### config.mk
export PLATFORM = sky130hd
export DESIGN_NAME = sar_adc_parallel_readout
export DESIGN_NICKNAME = d
export VERILOG_FILES = /design/src/design/sar_adc_pkg.sv /design/src/design/sar_adc_parallel_readout.sv
export SDC_FILE = /design/constraint.sdc
export NUM_CORES = 1
export LEC_CHECK = 0
export ABC_CLOCK_PERIOD_IN_PS = 4300
export BUFFER_PORTS_ARGS = -buffer_cell sky130_fd_sc_hd__buf_2
export CAP_MARGIN = 30
export CORE_ASPECT_RATIO = 1.4
export CORE_MARGIN = 1
export CORE_UTILIZATION = 39
export DETAILED_ROUTE_END_ITERATION = 8
export PLACE_DENSITY = 0.58
export SLEW_MARGIN = 0
export SYNTH_ARGS = -nofsm -noshare
export SYNTH_HDL_FRONTEND = slang
export SYNTH_SLANG_ARGS = --single-unit
### constraint.sdc
create_clock -name clock -period 4.3 [get_ports clock]
set_input_delay 0.86 -clock clock [delete_from_list [all_inputs] [get_ports clock]]
set_output_delay 0.86 -clock clock [all_outputs]
set_load 0.01 [all_outputs]
### src/design/sar_adc_pkg.sv
package sar_adc_pkg;
    // clock rate and derived counts
    localparam int  CLOCK_PERIOD_PS     = 5000;
    localparam int  START_PULSE_MIN_PS  = 15000;
    localparam int  START_PULSE_CYCLES  =
        (START_PULSE_MIN_PS + CLOCK_PERIOD_PS - 1) / CLOCK_PERIOD_PS;
    localparam int  WAKEUP_TIME_NS      = 1000;
    localparam int  WAKEUP_CYCLES       = (WAKEUP_TIME_NS * 1000) / CLOCK_PERIOD_PS;
    localparam int  CONV_CYCLES_12BIT   = 14;
    localparam int  CONV_CYCLES_10BIT   = 12;
    localparam int  RESULT_BITS_12      = 12;
    localparam int  RESULT_BITS_10      = 10;
    localparam int  WAKE_WIDTH          = 8;
    localparam int  CONV_WIDTH          = 4;

    typedef enum logic [1:0] {
        ST_TRACK  = 2'b00,
        ST_CONV   = 2'b01,
        ST_SLEEP  = 2'b10,
        ST_WAKE   = 2'b11
    } conv_state_type;

    typedef struct packed {
        logic busy;
        logic holding;
        logic sleeping;
        logic masterClockGate;
    } conv_status_type;
endpackage

### src/design/sar_adc_parallel_readout.sv
`timescale 1ns/1ps
`default_nettype none
// Contract
// - chip select and read combine through one and; either may lead
// - result reaches the bus only once both selects are low
// - bus outputs enabled only while both selects are low
// - both tied low keeps bus driven; new result appears before busy falls
// - start falling edge switches to hold and starts conversion
// - a start low pulse of 15 ns is a valid trigger
// - busy rises after the start edge and stays high through conversion
// - conversion lasts 14 master clocks (12-bit) or 12 (10-bit)
// - busy falls only after the result is in the output register
// - track resumes just before busy falls; acquisition starts then
// - start still low when busy falls puts the part to sleep
// - rising start edge wakes from sleep; wake-up takes about 1 us
// - master clock gated off while not converting
// - result bus is 10 or 12 bits wide by variant
// - result is unsigned straight binary
module sar_adc_parallel_readout #(
    parameter int RESULT_BITS = sar_adc_pkg::RESULT_BITS_12,
    parameter int CONV_CYCLES = sar_adc_pkg::CONV_CYCLES_12BIT
) (
    input  wire logic                     clock,
    input  wire logic                     reset,
    input  wire logic                     conversionStart_n,
    input  wire logic                     masterClock,
    input  wire logic                     chipSelect_n,
    input  wire logic                     read_n,
    input  wire logic [RESULT_BITS-1:0]   sampleCode,
    output logic      [RESULT_BITS-1:0]   resultBus,
    output logic      [RESULT_BITS-1:0]   resultBusOe_n,
    output logic                          busy,
    output logic                          trackHold,
    output logic                          sleeping,
    output logic                          masterClockGate
);
    import sar_adc_pkg::*;

    // control pins are asynchronous: two flops before any logic; sampleCode is taken directly
    logic [1:0] startSync_ff, mclkSync_ff, csSync_ff, rdSync_ff;
    logic       startPrev_ff, mclkPrev_ff;
    always_ff @(posedge clock) begin
        if (reset) begin
            startSync_ff <= 2'h3;
            mclkSync_ff  <= 2'h0;
            csSync_ff    <= 2'h3;
            rdSync_ff    <= 2'h3;
            startPrev_ff <= 1'h1;
            mclkPrev_ff  <= 1'h0;
        end else begin
            startSync_ff <= {startSync_ff[0], conversionStart_n};
            mclkSync_ff  <= {mclkSync_ff[0], masterClock};
            csSync_ff    <= {csSync_ff[0], chipSelect_n};
            rdSync_ff    <= {rdSync_ff[0], read_n};
            startPrev_ff <= startSync_ff[1];
            mclkPrev_ff  <= mclkSync_ff[1];
        end
    end

    logic startLow, startFall, startRise, mclkRise;
    // 15 ns is three cycles at 200 MHz, so two-flop sampling still sees it
    assign startLow  = ~startSync_ff[1];
    assign startFall = startPrev_ff & ~startSync_ff[1];
    assign startRise = ~startPrev_ff & startSync_ff[1];
    assign mclkRise  = mclkSync_ff[1] & ~mclkPrev_ff;

    conv_state_type                 state_ff, nxt_state;
    logic [CONV_WIDTH-1:0]          convCount_ff, nxt_convCount;
    logic [WAKE_WIDTH-1:0]          wakeCount_ff, nxt_wakeCount;
    logic [RESULT_BITS-1:0]         holdCode_ff, nxt_holdCode;
    logic [RESULT_BITS-1:0]         outReg_ff, nxt_outReg;

    localparam logic [CONV_WIDTH-1:0] CONV_LAST =
        CONV_WIDTH'(CONV_CYCLES - 1);
    localparam logic [WAKE_WIDTH-1:0] WAKE_LAST =
        WAKE_WIDTH'(WAKEUP_CYCLES - 1);

    logic convDone;
    assign convDone = (state_ff == ST_CONV) && mclkRise
                      && (convCount_ff == CONV_LAST);

    always_comb begin
        nxt_state     = state_ff;
        nxt_convCount = convCount_ff;
        nxt_wakeCount = wakeCount_ff;
        nxt_holdCode  = holdCode_ff;
        nxt_outReg    = outReg_ff;
        case (state_ff)
            ST_TRACK: begin
                if (startFall) begin
                    nxt_state     = ST_CONV;
                    nxt_holdCode  = sampleCode;
                    nxt_convCount = '0;
                end
            end
            ST_CONV: begin
                if (mclkRise) begin
                    nxt_convCount = convCount_ff + 1'b1;
                end
                if (convDone) begin
                    nxt_outReg = holdCode_ff;
                    // start still low at end of conversion: auto sleep
                    nxt_state  = startLow ? ST_SLEEP : ST_TRACK;
                end
            end
            ST_SLEEP: begin
                if (startRise) begin
                    nxt_state     = ST_WAKE;
                    nxt_wakeCount = '0;
                end
            end
            ST_WAKE: begin
                // triggers during wake-up are ignored; host must wait
                nxt_wakeCount = wakeCount_ff + 1'b1;
                if (wakeCount_ff == WAKE_LAST) begin
                    nxt_state = ST_TRACK;
                end
            end
            default: nxt_state = ST_TRACK;
        endcase
    end

    always_ff @(posedge clock) begin
        if (reset) begin
            state_ff     <= ST_TRACK;
            convCount_ff <= '0;
            wakeCount_ff <= '0;
            holdCode_ff  <= '0;
            outReg_ff    <= '0;
        end else begin
            state_ff     <= nxt_state;
            convCount_ff <= nxt_convCount;
            wakeCount_ff <= nxt_wakeCount;
            holdCode_ff  <= nxt_holdCode;
            outReg_ff    <= nxt_outReg;
        end
    end

    // busy lags track and result by one cycle, so a host acting on its
    // falling edge already sees the new code; sleep starts with that edge
    conv_status_type status_ff, nxt_status;
    always_comb begin
        nxt_status.busy            = (nxt_state == ST_CONV)
                                     || convDone;
        nxt_status.holding         = (nxt_state == ST_CONV);
        nxt_status.sleeping        = ((nxt_state == ST_SLEEP)
                                     || (nxt_state == ST_WAKE))
                                     && !convDone;
        nxt_status.masterClockGate = (nxt_state == ST_CONV)
                                     || convDone;
    end

    logic selected;
    assign selected = ~(~csSync_ff[1] & ~rdSync_ff[1]);

    logic [RESULT_BITS-1:0] busData_ff, nxt_busData;
    logic                   busOe_n_ff, nxt_busOe_n;
    always_comb begin
        // drive only while both selects are low; tied low keeps it live
        nxt_busOe_n = selected;
        nxt_busData = nxt_outReg;
    end

    always_ff @(posedge clock) begin
        if (reset) begin
            status_ff  <= '0;
            busData_ff <= '0;
            busOe_n_ff <= 1'h1;
        end else begin
            status_ff  <= nxt_status;
            busData_ff <= nxt_busData;
            busOe_n_ff <= nxt_busOe_n;
        end
    end

    assign resultBus       = busData_ff;
    assign resultBusOe_n   = {RESULT_BITS{busOe_n_ff}};
    assign busy            = status_ff.busy;
    assign trackHold       = status_ff.holding;
    assign sleeping        = status_ff.sleeping;
    assign masterClockGate = status_ff.masterClockGate;

    // helper: busy must be high two cycles after start falls in track
    property p_busy_rise;
        @(posedge clock) disable iff (reset)
        (state_ff == ST_TRACK && startFall) |=> ##1 busy;
    endproperty
    a_busy_rise: assert property (p_busy_rise) else $error("busy late");

    property p_result_before_busy_fall;
        @(posedge clock) disable iff (reset)
        $fell(busy) |-> $past(resultBus) == outReg_ff;
    endproperty
    a_result_before_busy_fall: assert property (p_result_before_busy_fall)
        else $error("result not loaded at busy fall");

    property p_bus_enable;
        @(posedge clock) disable iff (reset)
        (!csSync_ff[1] && !rdSync_ff[1]) |=> !resultBusOe_n[0];
    endproperty
    a_bus_enable: assert property (p_bus_enable) else $error("bus not on");

    property p_bus_off;
        @(posedge clock) disable iff (reset)
        (csSync_ff[1] || rdSync_ff[1]) |=> resultBusOe_n[0];
    endproperty
    a_bus_off: assert property (p_bus_off) else $error("bus not off");

    property p_conv_len;
        @(posedge clock) disable iff (reset)
        $fell(busy) |-> $past(convCount_ff, 2) == CONV_LAST;
    endproperty
    a_conv_len: assert property (p_conv_len) else $error("bad length");

    property p_sleep_entry;
        @(posedge clock) disable iff (reset)
        (convDone && startLow) |=> ##1 (sleeping && $fell(busy));
    endproperty
    a_sleep_entry: assert property (p_sleep_entry) else $error("no sleep");

    property p_wake;
        @(posedge clock) disable iff (reset)
        (state_ff == ST_SLEEP && startRise) |=> ##[1:220] !sleeping;
    endproperty
    a_wake: assert property (p_wake) else $error("no wake");

    property p_clock_gate;
        @(posedge clock) disable iff (reset)
        masterClockGate == busy;
    endproperty
    a_clock_gate: assert property (p_clock_gate) else $error("gate");

    property p_track_when_idle;
        @(posedge clock) disable iff (reset)
        !busy |-> !trackHold;
    endproperty
    a_track_when_idle: assert property (p_track_when_idle)
        else $error("hold while idle");

    property p_track_first;
        @(posedge clock) disable iff (reset)
        $fell(busy) |-> !$past(trackHold);
    endproperty
    a_track_first: assert property (p_track_first)
        else $error("still holding when busy fell");

    c_convert: cover property (@(posedge clock) disable iff (reset)
        $fell(busy) && !sleeping);
    c_sleep: cover property (@(posedge clock) disable iff (reset)
        $rose(sleeping));
    c_wake: cover property (@(posedge clock) disable iff (reset)
        $fell(sleeping));
    c_read: cover property (@(posedge clock) disable iff (reset)
        $fell(resultBusOe_n[0]));
endmodule
`default_nettype wire

After elaboration in Yosys (flattened, before gate mapping)
Index checks and enable logic that the tools add are counted.

word-level totals
  word-level logic and storage cells = 62
  output and inout port bits = 28
  register bits = 52
  bits of input ports = 18

cells by class
  bitwise logic cells = 10
  mux-type cells = 11
  add/subtract/negate cells = 2
  reductions and logical operators = 13
  equality and inequality tests = 11

operator list
  operator                                                          number
  8-bit one-hot mux with 2 select lines                             1
  2-bit two-way mux                                                 5
  8-bit by 1-bit adder with 8-bit output (second input constant)    1
  2-bit == test (second input constant)                             4
  8-bit == test (second input constant)                             1
  4-bit two-way mux                                                 2
  8-bit two-way mux                                                 1
  2-bit one-hot mux with 4 select lines                             1
  4-bit one-hot mux with 2 select lines                             1
  2-bit != test (second input constant)                             3
  1-bit inverter                                                    6
  2-bit AND reduction                                               3
  4-bit by 1-bit adder with 4-bit output (second input constant)    1
  1-bit AND                                                         4
  2-bit by 1-bit == test with 1-bit output (second input constant)  2
  4-bit == test (second input constant)                             1
  2-bit nonzero test                                                2
  1-bit logical AND                                                 3
  3-bit AND reduction                                               1
  2-bit zero test                                                   1
  1-bit logical OR                                                  2
  1-bit zero test                                                   1

Depth between registers and ports, before layout
  depth in word-level cells = 9
  gate-level depth with buffers = 6
  mapped depth without buffers = 6

Least setup slack after synthesis
OpenSTA, ideal clock, no wires.

  kind = in2reg
  start point = input reset
  end point = register csSync_ff[0]
  setup slack = 2.733 ns
  buffers on the path = 2
  data arrival time = 1.443 ns
  required time = 4.177 ns
  cell stages on the path = 3
  path through = clkbuf_1 clkbuf_1 or2_2

RTL lines
  element               line                            text
  from (decl)           sar_adc_parallel_readout.sv:24  input wire logic reset,
  to (signal assigned)  sar_adc_parallel_readout.sv:53  csSync_ff <= {csSync_ff[0], chipSelect_n};
  to (decl)             sar_adc_parallel_readout.sv:40  logic [1:0] startSync_ff, mclkSync_ff, csSync_ff, rdSync_ff;

No word-level cell between the ends.

Worst setup path in the final report
  start point = register state_ff[0]
  end point = register status_ff (netlist bit trackHold)

on the way
  longest elaborated chain between the ends = 6
  elaborated cells on any way between the ends = 12
  those cells by class = 4 x eq/ne; 5 x mux; 3 x reduce/logical

RTL lines
  element                                       line                                                            text
  from (decl)                                   sar_adc_parallel_readout.sv:67                                  conv_state_type state_ff, nxt_state;
  from (signal assigned)                        sar_adc_parallel_readout.sv:131                                 state_ff <= nxt_state;
  2-bit by 1-bit == test with 1-bit output      sar_adc_parallel_readout.sv:79, sar_adc_parallel_readout.sv:88
  1-bit logical AND                             sar_adc_parallel_readout.sv:79                                  assign convDone = (state_ff == ST_CONV) && mclkRise
  1-bit logical AND                             sar_adc_parallel_readout.sv:80                                  && (convCount_ff == CONV_LAST);
  2-bit two-way mux                             sar_adc_parallel_readout.sv:100                                 if (convDone) begin
  2-bit one-hot mux with 4 select lines (*)     sar_adc_parallel_readout.sv:88                                  case (state_ff)
  2-bit by 1-bit == test with 1-bit output (*)  sar_adc_parallel_readout.sv:145                                 nxt_status.holding = (nxt_state == ST_CONV);
  to (signal assigned)                          sar_adc_parallel_readout.sv:170                                 status_ff <= nxt_status;
  to (decl)                                     sar_adc_parallel_readout.sv:141                                 conv_status_type status_ff, nxt_status;

Every way passes the cells marked *; elsewhere a longest branch is shown, timed or not.
A chain may end at the register's enable or synchronous reset.

==> summary.md <==
| Metric | Value |
|---|---|
| Status | completed |
| Inst Count DP | ~320 |
| Worst relative slew slack | 0.413 |
| Gr usage total | 0.154 |
| Gpl congestion | roughly 0.8 |
| GRT overflow | 0 |
| Startpoint types | register |
| Final std cells w/o fill | ~320 |
| Hold Crit Start | rdSync_ff[0]$_SDFF_PP1_ |
| Routed vias | 1587 |
| Residual DRC | 0 |
| Final Hold Fails | 0 |
| Cell chosen for the clock root | clkbuf_8 |
| RSZ-0062 raised after global routing | no |
| Synth area leader | dfxtp_1 |
| DRT iter0 DRCs | between 50 and 60 |
| Overall power | approximately 860 µW |
| Static Leak | approximately 0.85 nW |
| Reg2Reg Setup Slack | roughly 2.3 ns |
| RR Endpoint | trackHold$_SDFF_PP0_ |
| Final net count | between 200 and 300 |
| Die height | 87.8 µm |
| Max stage delay on crit path | 0.60 ns |
| Fraction of registers with async set/reset | 0 |
| Count of different cell masters after synthesis | 40 |
| Row cnt | 30 |
| Post-detailed-route count of antenna-violating nets | 0 |
| Core Area | roughly 0.0050 mm² |
| Start point of the critical path | state_ff[0]$_SDFF_PP0_ |
| Die Width | 63.3 µm |
| Cell Area, Placed | 0.00219 mm² |
| Critical-path maximum fanout | 13 |
| Worst r2r path cells | 4 |
| Average size of a mapped cell | 8.84 µm² |
| Max clock buf depth | 2 |
| WL/cell | 11.9 µm |
| Critical path class | register to register |
| PwrDens | ~370 mW/mm² |
| Worst skew pair latency | ~0.30 ns |
| Clk sinks | between 50 and 60 |
| Crit-path slowest cell | dfxtp_1 |
| Syn Std Cell Area | a little over 0.002 mm² |
| CTS clk-pin slew, worst paths | about 0.10 ns |
| Critical Path AT | 2.18 ns |
| Post-CTS Hold Fix Bufs | 0 |
| Die Area | 0.00556 mm² |
| Final setup TNS | 0 ns |
| PortBufs | between 40 and 50 |
| Cts bufs inserted | 5 |
| ANT cells | 0 |
| HPWL Detailed | about 2500 µm |
| Global-route wire length before repair | approximately 6700 µm |
| I/O pin cnt | 46 |
| Share of the synthesized area in the top cell type | 0.507 |
| Leading cell types by count after synthesis | 53 x nand2_1, 52 x dfxtp_1, 30 x a21oi_1 |
| Share of cells above drive strength 1 | 0.247 |
| Fmax | approximately 490 MHz |
| Area Overhead vs Synth | 12.3% |
| Initial antenna violation count | 0 |
| Htree depth | 2 |
| Crit. End Element | register |
| Synth warn | 0 |
| MaxCap Viol Count | 0 |
| WP data required | 4.46 ns |
| Slew Limit Fails | 0 |
| Final instance area | ~0.0023 mm² |
| Synth top area cells | dfxtp_1 51%, nand2_1 9.7%, a21oi_1 7.3% |
| Largest net degree at the start of global routing | 53 |
| Tcrit/Tclk final | 0.471 |
| Worst slack, placed | ~2.2 ns |
| Worst-margin pin slew | roughly 0.88 ns |
| Synth Register Bits | 52 |
| Crit-path cells | and4bb_4 -> nand4_1 -> o21a_1 -> nor3b_1 |
| Cell with the most instances after synthesis | nand2_1 |
| Setup bufs post-CTS | 0 |
| CTS tree | yes |
| Via density | 4.91 |
| EDFF count, synth | 0 |
| Routed wire length | slightly below 4000 µm |
| First-pass detailed-route iteration total | 5 |
| Initial Utilization | 0.414 |
| Hold Crit Class | register to register |
| Setup ws final | between 2 and 2.5 ns |
| Peak VDD IR | approximately 190 µV |
| Seq/Total Area, Yosys | 0.507 |
| Post-CTS Resized | 0 |
| Syn_nets | 253 |
| Final setup vio count | 0 |
| Vias in the first global route | 1496 |
| Min cycle time layout | a little over 2 ns |
| Critical Path Sink | trackHold$_SDFF_PP0_ |
| Syn Inst Count | approximately 230 |
| Worst Skew | approximately 0.0075 ns |
| RR Startpoint | state_ff[0]$_SDFF_PP0_ |
| Main flop type after synthesis | dfxtp_1 |
## final cells by class
type	count	area, µm²
sequential	52	1040
inverter	1	3.75
clock inverter	3	42.5
multi-input combinational	153	843
fill	520	2650
tap	64	80.1
timing repair buffer	45	225
clock buffer	5	68.8
## layout by cell type (no fill, tap or decap), types with 4 or more instances in the layout
master | synthesis | final
nor2_1 | 14 | 14
nand2_1 | 53 | 53
a21oi_1 | 30 | 30
nor3_1 | 4 | 4
buf_2 | 2 | 45
clkbuf_8 | 0 | 5
dfxtp_1 | 52 | 52
nor2b_1 | 4 | 4
or2_2 | 7 | 7
## worst min path at each step
stage	depth (start not counted)	slack, ns	to
after floorplan	1	0.39	csSync_ff[1]$_SDFF_PP1_
after global placement	1	0.39	csSync_ff[1]$_SDFF_PP1_
after detailed placement	1	0.39	rdSync_ff[1]$_SDFF_PP1_
after CTS	1	0.42	rdSync_ff[1]$_SDFF_PP1_
after global routing	1	0.43	startSync_ff[1]$_SDFF_PP1_
final	1	0.41	rdSync_ff[1]$_SDFF_PP1_
## state kept, by name, summed over array words and instances (netlist names), 2 cells and up
name	count
wakeCount_ff	8
startSync_ff	2
state_ff	2
resultBus	12
csSync_ff	2
rdSync_ff	2
convCount_ff	4
holdCode_ff	12
mclkSync_ff	2
## critical path: cells and delay by family, from the launching register on
kind,cells,cell delay (ns)
flip-flops,1,0.60
AO/OA/AOI/OAI,1,0.36
AND/OR/NAND/NOR,3,0.93
## per-layer routing
metal,share of wire,vias to the layer above,GRT usage
met5,0,-,0
met4,0.018,0,0.0806
met3,0.043,9,0.0286
met2,0.47,39,0.260
met1,0.47,722,0.188
li1,-,817,-
## report_power, final
group          total, mW  switching [mW]  internal (mW)
clock network      0.329           0.157          0.172
registers          0.497         0.00608          0.491
logic             0.0336          0.0187         0.0149
total              0.860           0.182          0.678
## stage by stage
step / utilization / hold slack, ns
2_1_floorplan: - / 0.389
3_3_place_gp: 0.443 / 0.391
3_5_place_dp: 0.443 / 0.394
4_1_cts: 0.465 / 0.416
5_1_grt: 0.465 / 0.429
6_report: 0.465 / 0.415
## cells by family after synthesis
group                    synth area share
adder cells (fa/ha/maj)            0.0183
XOR/XNOR                          0.00854
AO/OA/AOI/OAI                       0.126
AND/OR/NAND/NOR                     0.253
multiplexers                      0.00488
flip-flops                          0.507
buffers and inverters              0.0817
Power figures use the tool's default switching activity.
